==> src/logic/mmd_pkg.sv <==
// constants for the memory map decoder and stack helper
package mmd_pkg;
    localparam logic [15:0] ZP_IO_LO        = 16'h0000;
    localparam logic [15:0] ZP_IO_HI        = 16'h004F;
    localparam logic [15:0] RAM_LO          = 16'h0050;
    localparam logic [15:0] RAM_HI          = 16'h024F;
    localparam logic [15:0] PAGE0_HI        = 16'h00FF;
    localparam logic [15:0] ROM_LO          = 16'hBE00;
    localparam logic [15:0] ROM_HI          = 16'hFDFF;
    localparam logic [15:0] HIO_LO          = 16'hFE00;
    localparam logic [15:0] HIO_HI          = 16'hFE1F;
    localparam logic [15:0] VEC_LO          = 16'hFFD0;
    localparam logic [15:0] VEC_HI          = 16'hFFFF;
    localparam logic [15:0] WATCHDOG_ADDR   = 16'hFFFF;
    localparam logic [15:0] SP_RESET        = 16'h00FF;
    localparam logic [2:0]  IRQ_STACK_BYTES = 3'h5;
    localparam logic [2:0]  JSR_STACK_BYTES = 3'h2;
    localparam logic [4:0]  VEC_COUNT       = 5'h18;
    // implemented high-page register offsets within FE00..FE1F
    localparam logic [31:0] HIO_MAP         = 32'hBC03_F00B;
    // region select one-hot codes
    typedef enum logic [5:0] {
        REG_NONE = 6'h00,
        REG_IO   = 6'h01,
        REG_RAM  = 6'h02,
        REG_ROM  = 6'h04,
        REG_VEC  = 6'h08,
        REG_HIO  = 6'h10,
        REG_WDG  = 6'h20
    } mmd_region_t;
    // stack engine states, one-hot
    typedef enum logic [2:0] {
        ST_IDLE = 3'h1,
        ST_PUSH = 3'h2,
        ST_PULL = 3'h4
    } mmd_stk_state_t;
endpackage

==> src/logic/mmd_decoder.sv <==
// address decoder, vector priority and stack conventions
`timescale 1ns/100ps
`default_nettype none
// Summary of operation
// - zero page 0000-004F selects I/O registers
// - high I/O FE00-FE1F, watchdog at FFFF
// - 0050 through 024F selects on-chip RAM
// - 176 RAM bytes lie in page zero
// - stack pointer is sixteen bits wide
// - stack pointer resets to 00FF
// - interrupt entry pushes five bytes
// - upper index byte is not stacked
// - subroutine call pushes two-byte return address
// - push decrements, pull increments stack pointer
// - user ROM spans BE00 through FDFF
// - FFD0-FFFF holds interrupt and reset vectors
// - vectors high-first; priority rises with address
// - fixed source order keyboard up to reset
// - security option hides ROM from outside
// - unimplemented access raises illegal-address reset
module mmd_decoder
(
    input  wire logic                          clk_i,
    input  wire logic                          reset_i,
    input  wire logic                          valid_i,       // cpu access strobe
    input  wire logic [15:0]                   addr_i,
    input  wire logic                          ext_view_i,    // access comes from outside
    input  wire logic                          secure_i,      // mask security option
    input  wire logic                          illegal_en_i,  // illegal reset enable
    input  wire logic [mmd_pkg::VEC_COUNT-1:0] irq_req_i,     // bit0 = conversion done
    input  wire logic                          sp_load_i,
    input  wire logic [15:0]                   sp_val_i,
    input  wire logic                          push_irq_i,
    input  wire logic                          push_call_i,
    input  wire logic                          pull_i,
    output logic                               sel_io_o,
    output logic                               sel_ram_o,
    output logic                               sel_rom_o,
    output logic                               sel_vec_o,
    output logic                               sel_hio_o,
    output logic                               sel_wdg_o,
    output logic                               ram_page0_o,
    output logic                               rom_blocked_o,
    output logic                               illegal_rst_o,
    output logic                               vec_valid_o,
    output logic [15:0]                        vec_addr_o,
    output logic [15:0]                        sp_o,
    output logic                               stk_busy_o,
    output logic                               stk_push_o,
    output logic                               sp_out_of_ram_o
);
    import mmd_pkg::*;
    // decode is combinational from the raw bus, then one flop stage;
    // every select and flag therefore lags the access by one bus cycle
    // and stands for exactly that one cycle
    // all processes reset asynchronously to constant values
    mmd_region_t nxt_region;               // combinational region
    mmd_region_t region_ff;                // registered region select
    logic        nxt_illegal;
    logic        illegal_ff;
    logic        page0_ff;
    logic        blocked_ff;
    logic        vec_valid_ff;
    logic [15:0] vec_addr_ff;
    logic [4:0]  nxt_vec_idx;              // winning source index
    logic        nxt_vec_any;
    logic [VEC_COUNT-1:0] win;             // per-source win terms
    logic [VEC_COUNT-1:0] higher;          // any higher source pending
    logic        wdg_hit;
    logic [4:0]  hio_off;

    // low five address bits index the implemented-register mask
    // for the high page; unused offsets there count as unimplemented
    assign hio_off = addr_i[4:0];
    assign wdg_hit = (addr_i == WATCHDOG_ADDR);
    // address decode; ordered so only one region can win
    // the watchdog test comes before the vector range, so FFFF never
    // raises the vector select even though it is the reset low byte
    // a gap between regions falls through to the illegal branch
    always_comb
    begin
        nxt_region  = REG_NONE;
        nxt_illegal = 1'b0;
        if (!valid_i)
            nxt_region = REG_NONE;
        else if (addr_i <= ZP_IO_HI)
            nxt_region = REG_IO;
        else if (addr_i >= RAM_LO && addr_i <= RAM_HI)
            nxt_region = REG_RAM;
        else if (addr_i >= ROM_LO && addr_i <= ROM_HI)
            nxt_region = REG_ROM;
        else if (addr_i >= HIO_LO && addr_i <= HIO_HI)
        begin
            // only listed offsets are implemented
            if (HIO_MAP[hio_off])
                nxt_region = REG_HIO;
            else
                nxt_illegal = 1'b1;
        end
        else if (wdg_hit)
            nxt_region = REG_WDG;
        else if (addr_i >= VEC_LO)
            nxt_region = REG_VEC;
        else
            nxt_illegal = 1'b1;
    end
    // registered selects, one-hot by construction
    // a flop here keeps decode glitches off the peripheral selects
    always_ff @(posedge clk_i or posedge reset_i)
    begin
        if (reset_i)
            region_ff <= REG_NONE;
        else
            region_ff <= nxt_region;
    end
    // page-zero RAM flag: 0050..00FF is the 176 direct bytes
    // tells the core that direct addressing reaches this byte
    always_ff @(posedge clk_i or posedge reset_i)
    begin
        if (reset_i)
            page0_ff <= 1'b0;
        else
            page0_ff <= (nxt_region == REG_RAM) && (addr_i <= PAGE0_HI);
    end
    // security: outside reads of ROM or of vectors FFD0-FFFE are blocked
    // vectors are guarded too, since they point into protected code;
    // accesses by the core itself are never blocked
    always_ff @(posedge clk_i or posedge reset_i)
    begin
        if (reset_i)
            blocked_ff <= 1'b0;
        else
            blocked_ff <= secure_i && ext_view_i &&
                          (nxt_region == REG_ROM || nxt_region == REG_VEC);
    end
    // illegal address reset request, one cycle per bad access
    // the reset controller sees one pulse per bad access; with the
    // enable low the access still decodes as no region at all,
    // so nothing downstream ever sees a stray select
    always_ff @(posedge clk_i or posedge reset_i)
    begin
        if (reset_i)
            illegal_ff <= 1'b0;
        else
            illegal_ff <= nxt_illegal && illegal_en_i;
    end
    // priority: higher index (higher address) wins
    // higher[i] is high when any source above i is pending, so at
    // most one win term is high; the price is a 23-deep or-chain,
    // which is fine at the bus clock
    assign higher[VEC_COUNT-1] = 1'b0;
    genvar gi;
    generate
        for (gi = 0; gi < VEC_COUNT; gi++)
        begin : g_prio
            if (gi < VEC_COUNT - 1)
            begin : g_hi
                assign higher[gi] = higher[gi+1] | irq_req_i[gi+1];
            end
            assign win[gi] = irq_req_i[gi] & ~higher[gi];
        end
    endgenerate
    // encode the single winner
    // win is one-hot, so the last match is the only match
    always_comb
    begin
        nxt_vec_idx = 5'h00;
        nxt_vec_any = |irq_req_i;
        for (int i = 0; i < VEC_COUNT; i++)
        begin
            if (win[i])
                nxt_vec_idx = 5'(i);
        end
    end
    // vector high byte sits at FFD0 + 2*index
    // vectors are two bytes each, so the index moves two addresses;
    // the low byte at the next address is the core's own fetch
    always_ff @(posedge clk_i or posedge reset_i)
    begin
        if (reset_i)
        begin
            vec_valid_ff <= 1'b0;
            vec_addr_ff  <= VEC_LO;
        end
        else
        begin
            vec_valid_ff <= nxt_vec_any;
            vec_addr_ff  <= VEC_LO + {10'h000, nxt_vec_idx, 1'b0};
        end
    end
    // stack engine
    // frames are sequenced there a byte per cycle; the bytes-left
    // output is not needed at this level
    mmd_stack u_stack
    (
        .clk_i      (clk_i),
        .reset_i    (reset_i),
        .load_i     (sp_load_i),
        .load_val_i (sp_val_i),
        .push_irq_i (push_irq_i),
        .push_call_i(push_call_i),
        .pull_i     (pull_i),
        .sp_o       (sp_o),
        .busy_o     (stk_busy_o),
        .push_o     (stk_push_o),
        .left_o     ()
    );
    // one region bit per select port, in the enum's bit order
    // bit 0 is the zero-page I/O select, bit 5 the watchdog
    assign sel_io_o        = region_ff[0];
    assign sel_ram_o       = region_ff[1];
    assign sel_rom_o       = region_ff[2];
    assign sel_vec_o       = region_ff[3];
    assign sel_hio_o       = region_ff[4];
    assign sel_wdg_o       = region_ff[5];
    assign ram_page0_o     = page0_ff;
    assign rom_blocked_o   = blocked_ff;
    assign illegal_rst_o   = illegal_ff;
    assign vec_valid_o     = vec_valid_ff;
    assign vec_addr_o      = vec_addr_ff;
    // flag only; keeping sp in RAM is software's job
    assign sp_out_of_ram_o = (sp_o < RAM_LO) || (sp_o > RAM_HI);
endmodule
`default_nettype wire

==> src/logic/mmd_stack.sv <==
// stack pointer with push sequencing and single-byte pull
`timescale 1ns/100ps
`default_nettype none
module mmd_stack
(
    input  wire logic        clk_i,
    input  wire logic        reset_i,
    input  wire logic        load_i,       // software writes sp
    input  wire logic [15:0] load_val_i,
    input  wire logic        push_irq_i,   // start interrupt frame
    input  wire logic        push_call_i,  // start call frame
    input  wire logic        pull_i,       // single byte pull
    output logic      [15:0] sp_o,
    output logic             busy_o,
    output logic             push_o,       // byte being pushed this cycle
    output logic      [2:0]  left_o
);
    import mmd_pkg::*;
    logic [15:0]    sp_ff;                 // stack pointer, full width
    logic [2:0]     cnt_ff;                // bytes left in frame
    mmd_stk_state_t state_ff;              // engine state
    // pointer: down on push, up on pull
    always_ff @(posedge clk_i or posedge reset_i)
    begin
        if (reset_i)
            sp_ff <= SP_RESET;
        else if (load_i)
            sp_ff <= load_val_i;
        else if (state_ff == ST_PUSH)
            sp_ff <= sp_ff - 16'h0001;
        else if (state_ff == ST_IDLE && pull_i)
            sp_ff <= sp_ff + 16'h0001;
    end
    // frame sequencer: irq frames five bytes, calls two
    always_ff @(posedge clk_i or posedge reset_i)
    begin
        if (reset_i)
        begin
            state_ff <= ST_IDLE;
            cnt_ff   <= 3'h0;
        end
        else
        begin
            case (state_ff)
                ST_IDLE:
                begin
                    if (push_irq_i)
                    begin
                        state_ff <= ST_PUSH;
                        cnt_ff   <= IRQ_STACK_BYTES;
                    end
                    else if (push_call_i)
                    begin
                        state_ff <= ST_PUSH;
                        cnt_ff   <= JSR_STACK_BYTES;
                    end
                end
                ST_PUSH:
                begin
                    cnt_ff <= cnt_ff - 3'h1;
                    if (cnt_ff == 3'h1)
                        state_ff <= ST_IDLE;
                end
                default:
                    state_ff <= ST_IDLE;
            endcase
        end
    end
    assign sp_o   = sp_ff;
    assign busy_o = (state_ff != ST_IDLE);
    assign push_o = (state_ff == ST_PUSH);
    assign left_o = cnt_ff;
endmodule
`default_nettype wire

==> config.mk <==
export PLATFORM = sky130hd
export DESIGN_NAME = mmd_decoder
export DESIGN_NICKNAME = d
export VERILOG_FILES = /design/src/logic/mmd_pkg.sv /design/src/logic/mmd_decoder.sv /design/src/logic/mmd_stack.sv
export SDC_FILE = /design/constraint.sdc
export NUM_CORES = 1
export LEC_CHECK = 0
export BUFFER_PORTS_ARGS = -buffer_cell sky130_fd_sc_hd__clkbuf_2
export CAP_MARGIN = 20
export CORE_ASPECT_RATIO = 1.4
export CORE_MARGIN = 2
export CORE_UTILIZATION = 44
export DETAILED_ROUTE_END_ITERATION = 8
export GPL_TIMING_DRIVEN = 0
export PLACE_DENSITY = 0.77
export SYNTH_ARGS = -nofsm -noshare
export SYNTH_HDL_FRONTEND = slang
export SYNTH_SLANG_ARGS = --single-unit
==> constraint.sdc <==
create_clock -name clk_i -period 2.9 [get_ports clk_i]
set_input_delay 0.145 -clock clk_i [delete_from_list [all_inputs] [get_ports clk_i]]
set_output_delay 0.145 -clock clk_i [all_outputs]
set_load 0.01 [all_outputs]
Word-level counts from Yosys, hierarchy flattened
Memory sizes are Yosys's and may differ from the RTL's.
Cells that the tools add are included.
{ "word_totals": {"ff_bits": 40, "romBits": 32, "input_bits": 66, "out_inout_bits": 45, "wordCells": 165, "n_memories": 1} }
{ "memory_table": {"columns": ["name", "depth", "width", "rd", "rd_ports_with_merged_regs", "wr", "line_no", "rtl"], "rows": [
  ["(no name shown)", 32, 1, 1, 0, 0, "mmd_decoder.sv:95", "if (HIO_MAP[hio_off])"]
]} }
{ "classes": {"add_sub_neg": 4, "magnitude_cmp": 12, "n_eq_ne": 10, "muxes": 49, "bitwise": 65, "reduce_logical": 15} }
{ "op_table": {"columns": ["op", "count"], "rows": [
  ["5-bit 2-to-1 mux", 23],
  ["16-bit >= comparator (second input constant)", 3],
  ["16-bit 2-to-1 mux", 3],
  ["6-bit 2-to-1 mux", 6],
  ["16-bit <= comparator (second input constant)", 2],
  ["24-bit OR reduction", 1],
  ["1-bit bitwise AND", 22],
  ["1-bit NOT", 22],
  ["1-bit OR", 21],
  ["16-bit by 1-bit adder with 16-bit output (second input constant)", 1],
  ["16-bit equality test (second input constant)", 1],
  ["16-bit by 7-bit >= comparator with 1-bit output (second input constant)", 1],
  ["16-bit by 10-bit > comparator with 1-bit output (second input constant)", 1],
  ["16-bit by 10-bit <= comparator with 1-bit output (second input constant)", 1],
  ["16-bit by 7-bit <= comparator with 1-bit output (second input constant)", 1],
  ["16-bit by 8-bit <= comparator with 1-bit output (second input constant)", 1],
  ["16-bit by 7-bit less-than comparator with 1-bit output (second input constant)", 1],
  ["16-bit by 1-bit subtractor with 16-bit output (second input constant)", 1],
  ["3-bit 2-to-1 mux", 4],
  ["3-bit case mux with 2 select lines", 2],
  ["1-bit 2-to-1 mux", 10],
  ["7-bit by 7-bit adder with 8-bit output (first input constant)", 1],
  ["1-bit logical AND", 8],
  ["3-bit by 1-bit equality test with 1-bit output (second input constant)", 2],
  ["14 further kinds", 16]
]} }

Longest topological paths before layout
Gate-level depths: netlist (run 1).
{ "logic_depth": {"ltp_word": 47, "ltp_mapped": 10} }

By module
From an unflattened synthesis (run 1), not the netlist that was laid out.
{ "unflattened": {"hier_cells": 319, "hier_area_um2": 2632.5} }
{ "modules_own_cells": {"columns": ["mod", "n_inst", "cells_per_inst", "area_each_um2", "seq_area_each_um2"], "rows": [
  ["mmd_stack", 1, 193, 1587.8, 536.8],
  ["mmd_decoder", 1, 126, 1044.8, 402.9]
]} }

Least setup slack after synthesis (run 1)
OpenSTA, ideal clock, no wires.
{ "synth_path": {"kind": "register -> register", "start": "reg u_stack.state_ff[1]", "end": "reg u_stack.sp_ff[12], in the netlist u_stack.sp_o[12]", "arrival_ps": 2766, "path_slack_ps": 8, "stages_incl_launch_ff": 11, "n_path_buf": 1, "cell_sequence": "dfrtp_1 clkbuf_1 nand2b_1 inv_1 ha_1 nor2b_4 o31a_1 o41ai_1 a21oi_1 xor2_1 a221o_1"} }
{ "synth_between": {"elab_chain_len": 3, "elab_cells_between_ends": 6, "classes_between": "eq/ne: 2; mux: 2; reduce/logical: 2"} }
{ "synth_lines": {"columns": ["item", "line_no", "rtl"], "rows": [
  ["start, declared", "mmd_stack.sv:21", "mmd_stk_state_t state_ff;"],
  ["start signal, assigned", "mmd_stack.sv:39", "state_ff <= ST_IDLE;"],
  ["start signal, assigned", "mmd_stack.sv:49", "state_ff <= ST_PUSH;"],
  ["start signal, assigned", "mmd_stack.sv:54", "state_ff <= ST_PUSH;"],
  ["3-bit by 2-bit equality test with 1-bit output *", null, null],
  ["net stk_push_o", "mmd_decoder.sv:49", "output logic stk_push_o,"],
  ["16-bit 2-to-1 mux", "mmd_stack.sv:29", "else if (state_ff == ST_PUSH)"],
  ["16-bit 2-to-1 mux", "mmd_stack.sv:27", "else if (load_i)"],
  ["end signal, assigned", "mmd_stack.sv:28", "sp_ff <= load_val_i;"],
  ["end signal, assigned", "mmd_stack.sv:30", "sp_ff <= sp_ff - 16'h0001;"],
  ["end signal, assigned", "mmd_stack.sv:32", "sp_ff <= sp_ff + 16'h0001;"],
  ["end, declared", "mmd_stack.sv:19", "logic [15:0] sp_ff;"]
]} }
The timed path passes the listed nets; every way through them passes the cells marked *.
A chain may end at the register's enable or synchronous reset.

Worst setup path in the final report (run 1)
{ "layout_path": {"start": "reg u_stack.state_ff[0]", "end": "reg u_stack.sp_ff[13], in the netlist u_stack.sp_o[13]"} }
{ "layout_between": {"elab_chain_len": 3, "elab_cells_between_ends": 6, "classes_between": "eq/ne: 2; mux: 2; reduce/logical: 2"} }
{ "layout_lines": {"columns": ["item", "line_no"], "rows": [
  ["3-bit by 2-bit equality test with 1-bit output or 3-bit by 1-bit equality test with 1-bit output (tied branches)", "mmd_stack.sv:29, mmd_stack.sv:31"],
  ["16-bit 2-to-1 mux or 1-bit logical AND (tied branches)", "mmd_stack.sv:29, mmd_stack.sv:31"],
  ["16-bit 2-to-1 mux or 3-bit nonzero test (tied branches)", null]
]} }
Several ways; a longest one is shown, not always the timed one.

==> results of run 1 <==
## timing repair
item                       in CTS  in global routing
pin swaps                       0                  2
setup buffers                   2                  1
hold buffers                    0                  0
setup endpoints to repair       9                  8
gates resized for setup         5                  5
## stage by stage
| step | hold slack [ns] | power, mW | util (%) |
|---|---|---|---|
| after floorplan | 0.217 | 2.13 | - |
| after global placement | 0.350 | 2.54 | 55.1 |
| after detailed placement | 0.334 | 2.60 | 55.1 |
| after CTS | 0.00950 | 3.02 | 57.2 |
| after global routing | 0.0478 | 3.34 | 57.8 |
| final | -0.0150 | 3.07 | 57.8 |
## metal layers
metal / vias to the layer above / GRT usage (%)
met5: - / 0
met4: 0 / 8.27
met3: 13 / 5.81
met2: 106 / 39.5
met1: 1311 / 21.3
li1: 1375 / -
## Yosys cell counts (3+ instances only)
master | number | area, sq um
nor3_1 | 7 | 35.0
or4_1 | 3 | 22.5
nor4_1 | 7 | 43.8
a21o_1 | 5 | 37.5
mux2i_1 | 5 | 50.1
o21ai_0 | 13 | 65.1
nor3b_1 | 7 | 52.6
nand2b_1 | 6 | 37.5
o31ai_1 | 5 | 37.5
ha_1 | 17 | 213
a21oi_1 | 23 | 115
mux2_2 | 3 | 33.8
nand2_1 | 21 | 78.8
dfstp_2 | 11 | 289
a211oi_1 | 5 | 37.5
a221oi_1 | 3 | 26.3
nor2b_1 | 9 | 56.3
a221o_1 | 4 | 40.0
nor2_1 | 33 | 124
xnor2_1 | 6 | 52.6
inv_1 | 19 | 71.3
nand3_1 | 7 | 35.0
clkbuf_1 | 7 | 26.3
dfrtp_1 | 26 | 651
o21a_1 | 5 | 37.5
xor2_1 | 6 | 52.6
buf_4 | 10 | 75.1
or3_1 | 3 | 18.8
nand4_1 | 6 | 37.5
## sequential cells by signal (all words and copies together), names as in the netlist
signal,flops
illegal_rst_o,1
ram_page0_o,1
region_ff,6
rom_blocked_o,1
u_stack.left_o,3
u_stack.sp_o,16
u_stack.state_ff,2
vec_addr_o,6
vec_valid_o,1
## power by group
group | internal, mW | switching (mW) | total (mW)
Sequential | 0.704 | 0.173 | 0.877
Combinational | 0.845 | 0.997 | 1.84
Clock | 0.167 | 0.190 | 0.356
Total | 1.72 | 1.36 | 3.07
## layout make-up
type	instances	area share, %
Buffer	17	2.90
Clock buffer	6	2.05
Clock inverter	2	0.283
Inverter	19	2.12
Multi-Input combinational cell	240	47.5
Sequential cell	37	26.5
Tap cell	72	2.54
Timing Repair Buffer	112	16.0
## worst max-delay path, cell delays in order (launching register included)
cell	delay [ns]
dfstp_2	0.53
nand2b_4	0.16
clkinvlp_4	0.19
buf_4	0.19
ha_1	0.31
o21a_1	0.21
o2111a_1	0.32
and3b_1	0.21
a211oi_2	0.29
nor4b_1	0.09
a211oi_1	0.19
## worst max path at each step
stage / start / to / slack, ns / cells after the start
finish: u_stack.state_ff[0] / u_stack.sp_o[13] / 0.12 / 10
floorplan: u_stack.state_ff[1] / u_stack.sp_o[12] / 0.008 / 10
global route: u_stack.state_ff[0] / u_stack.sp_o[14] / -0.008 / 10
CTS: u_stack.state_ff[1] / u_stack.sp_o[12] / 0.02 / 10
global placement: u_stack.state_ff[1] / u_stack.sp_o[12] / -0.50 / 10
detailed placement: u_stack.state_ff[1] / u_stack.sp_o[12] / -0.55 / 10
## logic make-up after synthesis
group / Yosys count / synth area share (%)
compound gates: 81 / 20.1
xor+xnor: 12 / 3.84
fa+ha+maj: 18 / 8.50
buf+inv: 37 / 6.49
flops: 37 / 34.3
mux: 8 / 3.06
other cells: 1 / 0.137
simple gates: 120 / 23.5
==> flow_summary.yaml, run 1 <==
detailed_routing:
  drt_iter0_markers: 120
  detail_route.wirelength_mm: 7.02
  routedWlPerCell_um: 13.9
  wl_met2_mm: 3.82
  highest_layer: "met4"
  antenna_left: 0
  wl_met3_um: 547
  drt-pass1-iter-count: 6
  drc: 0
  vias_per_cell: 5.55
  met1_length_mm: 2.52
  via_count: 2805
cts:
  cts_buffer_depth: 2
  clkSinkCount: 37
  path_clk_slew_ns: 0.08
  cts_root_buf: "clkbuf_8"
  cts_inserted_buffers: 5
  cts_tree: "yes"
  insertion_delay_ns: 0.29
  htree_levels: 2
floorplan:
  dieArea_sq_mm: 0.00688
  coreArea_sq_mm: 0.00613
  rows: 34
  die_w_um: 70.7
  initial_utilization_pct: 44.7
  ios: 111
  die-height_um: 97.4
logic_synthesis:
  syn_nets: 398
  synth_seq_cells: 37
  synth_cell_type_count: 56
  avgSynthCellArea_sq_um: 8.72
  ys.flop_type: "dfrtp_1"
  syn_inst: 314
  synth_edf_count: 0
  syn_area_sq_mm: 0.00274
  yosys_warnings: 0
  ys_async_sr_fraction_pct: 100
  synth_seq_area_share_pct: 34.3
timing:
  maxSlewHeadroom_pct: 47.9
  fin_worst_hold_slack_ns: -0.0150
  worst_pin_slew_ns: 0.780
  drv_slew: 0
  fin_crit_ns: 2.78
  setup_viol: 0
  post-route-period-util_pct: 95.9
  setup_ws_ns: 0.120
  finalSetupTns_ns: 0
  finalHoldViolCount: 26
  fmax_mhz: 360
  worst_clock_skew_ns: 0.00570
global_routing:
  grt.total_usage_pct: 21.0
  overflow: 0
  antenna_found_initial: 0
  grt_pass1_wl_mm: 11.9
  grt_max_degree: 38
  grt_pass1_vias: 2809
worst_hold_path:
  hold_class: "in -> async"
flow_run:
  max_cap_violations: 0
run_status:
  violations: "hold timing"
  status: "finished with violations"
power:
  p_leak_nw: 1.70
  power_density_mw_per_mm2: 868
  peakVddDrop_uv: 273
setup_path:
  r2r_slack_ns: 0.12
  r2r-end: "u_stack.sp_o[13]"
  crit_fanout: 7
  rr_startpoint: "u_stack.state_ff[0]"
  worst_setup_path_end_kind: "register"
  rr_worst_depth: 10
  cp-start-kind: "register"
  crit_type: "reg -> reg"
  arrival_ns: 2.98
  worstPathRequired_ns: 3.10
final_layout:
  nFillCells: 580
  multi_input_area_sq_mm: 0.00168
  fin_area_sq_mm: 0.00354
  nets: 516
  layout_commonest_cell: "clkbuf_2"
  drive_above_1_share_pct: 36.3
  register_area_sq_um: 940
  final_cells: 505
  final_cell_mix: "clkbuf_2 (109), nor2_1 (33), dfrtp_1 (26)"
  syn_to_final_growth_pct: 29.3
  diodes: 0
place:
  dp_hpwl_mm: 5.47
  place_area_sq_mm: 0.00337
  gp_congestion: 0.861
  io_buffers: 109
  placedCellCount: 495
  pre_cts_slack_ns: -0.551
(Power assumes the default switching activity.)
==> run 2: changes to the inputs <==
- PLACE_DENSITY: 0.77 -> unset
- PLACE_DENSITY_LB_ADDON: unset -> 0.25
==> flow_summary.yaml, run 2 (synthesis gave the netlist of run 1 again) <==
timing:
  setup_viol: 0
  fin_worst_hold_slack_ns: -0.0173
  worst_clock_skew_ns: 0.00667
  setup_ws_ns: 0.111
  post-route-period-util_pct: 96.2
  fin_crit_ns: 2.79
  finalSetupTns_ns: 0
  rsz0062_at_grt: "no"
  worst_pin_slew_ns: 0.787
  fmax_mhz: 359
  maxSlewHeadroom_pct: 47.5
  finalHoldViolCount: 26
  drv_slew: 0
place:
  dp_hpwl_mm: 5.55
  gp_congestion: 0.852
  io_buffers: 109
  pre_cts_slack_ns: -0.557
  place_area_sq_mm: 0.00337
setup_path:
  arrival_ns: 2.99
  cp-start-kind: "register"
  crit_type: "reg -> reg"
  worstPathRequired_ns: 3.10
  crit_fanout: 8
  worst_setup_path_end_kind: "register"
floorplan:
  dieArea_sq_mm: 0.00688
  initial_utilization_pct: 44.7
  coreArea_sq_mm: 0.00613
  die_w_um: 70.7
  die-height_um: 97.4
  rows: 34
  ios: 111
global_routing:
  top_usage_layer: "met2"
  grt.total_usage_pct: 21.6
  grt_max_degree: 38
  antenna_found_initial: 0
  overflow: 0
  use_met3_pct: 4.67
  grtUsageMet2_pct: 40.4
  grt_pass1_vias: 2890
  grt_use_met1_pct: 23.6
  grt_pass1_wl_mm: 12.3
detailed_routing:
  routedWlPerCell_um: 14.1
  drt-pass1-iter-count: 4
  vias_per_cell: 5.50
  via_count: 2791
  antenna_left: 0
  drt_iter0_markers: 131
  drc: 0
  detail_route.wirelength_mm: 7.17
final_layout:
  multi_input_area_sq_mm: 0.00170
  layout_commonest_cell: "clkbuf_2"
  drive_above_1_share_pct: 37.0
  nFillCells: 570
  nets: 518
  diodes: 0
  final_cell_mix: "clkbuf_2 (109), nor2_1 (33), dfrtp_1 (26)"
  register_area_sq_um: 940
  syn_to_final_growth_pct: 31.7
  fin_area_sq_mm: 0.00361
  largest_reg_flops: 16
power:
  p_leak_nw: 1.72
  power_density_mw_per_mm2: 900
  peakVddDrop_uv: 323
flow_run:
  max_cap_violations: 0
cts:
  insertion_delay_ns: 0.30
  cts_buffer_depth: 2
  htree_levels: 2
  clkSinkCount: 37
  cts_tree: "yes"
  path_clk_slew_ns: 0.08
  cts_inserted_buffers: 5
  cts_root_buf: "clkbuf_8"
  ctsHoldBuffers: 0
run_status:
  status: "finished with violations"
  violations: "hold timing"
worst_hold_path:
  hold_class: "in -> async"
[run 2: power by group]
part	internal [mW]	total, mW	switching [mW]
clock	0.280	0.476	0.196
sequential	0.704	0.875	0.171
combinational	0.878	1.89	1.02
total	1.86	3.25	1.38
[run 2: timing repair]
item	in CTS	in global routing
buffers inserted	2	3
endpoints found under the setup margin	9	9
pin swaps	0	1
gates resized for setup	6	5
cloned	0	0
[run 2: routing by layer]
metal | wire length, um | share of wire [%] | vias up
met2 | 3830 | 53 | 104
met1 | 2730 | 38 | 1301
li1 | - | - | 1373
met5 | 0 | 0 | -
met3 | 480 | 6.7 | 13
met4 | 131 | 1.8 | 0
[run 2: worst max-delay path, stage by stage (launching register included)]
cell	delay, ns
dfstp_2	0.54
nand2b_4	0.16
clkinvlp_4	0.21
buf_4	0.20
ha_1	0.31
o21a_1	0.22
o2111a_2	0.31
and3b_1	0.19
a211oi_2	0.30
nor4b_1	0.09
a211oi_1	0.18
[run 2: metrics by stage]
stage / hold slack, ns / utilization [%] / power [mW] / cells
2_1_floorplan: 0.217 / - / 2.13 / 314
3_3_place_gp: 0.335 / 55.1 / 2.55 / 495
3_5_place_dp: 0.338 / 55.1 / 2.60 / 495
4_1_cts: 0.0229 / 57.9 / 3.15 / 505
5_1_grt: 0.0563 / 58.9 / 3.51 / 507
6_report: -0.0173 / 58.9 / 3.25 / 507
[run 2: area by class of cell]
class / instances / share of cell area [%]
Buffer: 17 / 2.85
Clock buffer: 6 / 2.29
Clock inverter: 2 / 1.04
Inverter: 19 / 2.08
Multi-Input combinational cell: 240 / 47.0
Sequential cell: 37 / 26.1
Tap cell: 72 / 2.50
Timing Repair Buffer: 114 / 16.2
[run 2: final timing paths]
path | start | endpoint | slack [ns] | cells after the start
worst max-delay path | u_stack.state_ff[0] | u_stack.sp_o[13] | 0.11 | 10
worst min-delay path | reset_i | vec_addr_o[1] | -0.02 | 2
worst max register to register | u_stack.state_ff[0] | u_stack.sp_o[13] | 0.11 | 10
worst min register to register | u_stack.sp_o[5] | u_stack.sp_o[5] | 0.58 | 2
max in group asynchronous | reset_i | u_stack.sp_o[13] | 2.42 | 2
min in group clk_i | sp_val_i[4] | u_stack.sp_o[4] | 0.03 | 3
==> run 3: changes to the inputs <==
--- a/config.mk
+++ b/config.mk
@@ -8,7 +8,9 @@
 export BUFFER_PORTS_ARGS = -buffer_cell sky130_fd_sc_hd__clkbuf_2
 export CAP_MARGIN = 20
+export CELL_PAD_IN_SITES_DETAIL_PLACEMENT = 0
+export CELL_PAD_IN_SITES_GLOBAL_PLACEMENT = 1
 export CORE_ASPECT_RATIO = 1.4
 export CORE_MARGIN = 2
-export CORE_UTILIZATION = 44
+export CORE_UTILIZATION = 32
 export DETAILED_ROUTE_END_ITERATION = 8
 export GPL_TIMING_DRIVEN = 0
==> constraint.sdc (replaced) <==
create_clock -name clk_i -period 2.9 [get_ports clk_i]
set_input_delay 0.145 -clock clk_i [delete_from_list [all_inputs] [get_ports clk_i]]
set_output_delay 0.145 -clock clk_i [all_outputs]
set_load 0.1 [all_outputs]
==> flow_summary.yaml, run 3 (synthesis gave the netlist of run 1 again) <==
run_status:
  status: "complete, no violations"
detailed_routing:
  detail_route.wirelength_mm: 7.49
  vias_per_cell: 5.12
  via_count: 2748
  routedWlPerCell_um: 13.9
  drc: 0
  antenna_left: 0
  drt_iter0_markers: 60
  drt-pass1-iter-count: 4
floorplan:
  coreArea_sq_mm: 0.00825
  rows: 39
  initial_utilization_pct: 33.2
  ios: 111
  die_w_um: 82.2
  dieArea_sq_mm: 0.00933
  die-height_um: 113
final_layout:
  syn_to_final_growth_pct: 35.4
  nets: 518
  register_area_sq_um: 940
  layout_commonest_cell: "clkbuf_2"
  final_cell_mix: "clkbuf_2 (110), nor2_1 (33), dfrtp_1 (26)"
  largest_reg_flops: 16
  diodes: 0
  nFillCells: 856
  drive_above_1_share_pct: 37.0
  multi_input_area_sq_mm: 0.00171
  final_cells: 537
cts:
  insertion_delay_ns: 0.28
  path_clk_slew_ns: 0.06
  htree_levels: 2
  cts_buffer_depth: 2
  clkSinkCount: 37
  cts_inserted_buffers: 5
  cts_root_buf: "clkbuf_16"
  ctsHoldBuffers: 0
  cts_tree: "yes"
power:
  intPower_mw: 2.02
  p_leak_nw: 1.75
  power_density_mw_per_mm2: 1160
  p_sw_share_pct: 52.9
  peakVddDrop_uv: 815
  power_frac_clock_pct: 15.3
  p_sw_mw: 2.27
  combPwrFrac_pct: 64.6
  power_frac_seq_pct: 20.1
timing:
  finalHoldViolCount: 0
  worst_clock_skew_ns: 0.00548
  finalSetupTns_ns: 0
  maxSlewHeadroom_pct: 46.4
  setup_viol: 0
  fin_crit_ns: 2.75
  drv_slew: 0
  fmax_mhz: 364
  rsz0062_at_grt: "yes"
  worst_pin_slew_ns: 0.803
  post-route-period-util_pct: 94.7
setup_path:
  worst_setup_path_end_kind: "register"
  startpoint: "u_stack.state_ff[1]"
  crit_type: "reg -> reg"
  crit_fanout: 8
  cp-start-kind: "register"
  arrival_ns: 2.91
  rr_startpoint: "u_stack.state_ff[1]"
  worstPathRequired_ns: 3.06
flow_run:
  max_cap_violations: 0
place:
  gp_congestion: 0.845
  io_buffers: 109
  dp_hpwl_mm: 5.98
  placedCellCount: 525
global_routing:
  antenna_found_initial: 0
  grt_pass1_wl_mm: 12.7
  grt.total_usage_pct: 17.2
  grt_pass1_vias: 2789
  grt_max_degree: 38
  overflow: 0
worst_hold_path:
  hold_class: "in -> async"
## run 3: final timing paths
path / end / depth (start not counted) / slack [ns]
setup / recovery: u_stack.sp_o[8] / 11 / 0.15
hold / removal: region_ff[4] / 2 / 0.002
setup reg to reg: u_stack.sp_o[8] / 11 / 0.15
hold reg to reg: u_stack.sp_o[5] / 2 / 0.58
max in group asynchronous: region_ff[1] / 2 / 2.39
min in group clk_i: u_stack.sp_o[4] / 3 / 0.04
## run 3: what timing repair did
item                                    in CTS  in global routing
pin swaps                                    0                  1
resized for setup                            0                  4
buffers inserted                             3                  1
hold endpoints to repair                     0                  0
endpoints found under the setup margin       9                  6
## run 3: final cells by class
type / instances / share of cell area [%]
tap: 102 / 3.44
buffer: 18 / 2.90
inverter: 19 / 2.02
clock buffer: 6 / 3.74
timing repair buffer: 113 / 15.5
multi-input combinational: 240 / 46.0
clock inverter: 2 / 1.01
sequential: 37 / 25.3
## run 3: power groups by stage
stage / registers [mW] / logic [mW] / clock network (mW)
floorplan: 1.64 / 1.42 / 0
global placement: 0.868 / 2.66 / 0
detailed placement: 0.872 / 2.69 / 0
CTS: 0.864 / 2.72 / 0.671
global route: 0.886 / 3.04 / 0.685
finish: 0.861 / 2.77 / 0.656
## run 3: critical path: stages (launching register included)
cell,delay (ns)
dfrtp_1,0.35
clkbuf_2,0.18
nand2b_4,0.15
clkinvlp_4,0.13
buf_4,0.16
ha_4,0.25
nor2b_4,0.13
o31a_1,0.31
or4_1,0.43
a21oi_2,0.15
xnor2_1,0.08
a221o_1,0.31
## run 3: metal layers
layer	vias to the layer above	wire, um	track usage, %
li1	1379	-	-
met1	1278	3020	19.9
met2	86	3930	31.3
met3	5	469	3.88
met4	0	68	4.00
met5	-	0	0
## run 3: per-stage QoR
| stage | hold WS, ns | utilization (%) | total power, mW | cell area [sq um] | setup WS [ns] |
|---|---|---|---|---|---|
| detailed placement | 0.335 | 42.1 | 3.57 | 3470 | -0.275 |
| CTS | 0.0401 | 44.5 | 4.26 | 3670 | 0.0445 |
| floorplan | 0.217 | - | 3.05 | 2800 | -0.294 |
| global placement | 0.334 | 42.1 | 3.53 | 3470 | -0.205 |
| finish | 0.00220 | 45.0 | 4.28 | 3710 | 0.152 |
| global route | 0.0584 | 45.0 | 4.61 | 3710 | -0.0397 |
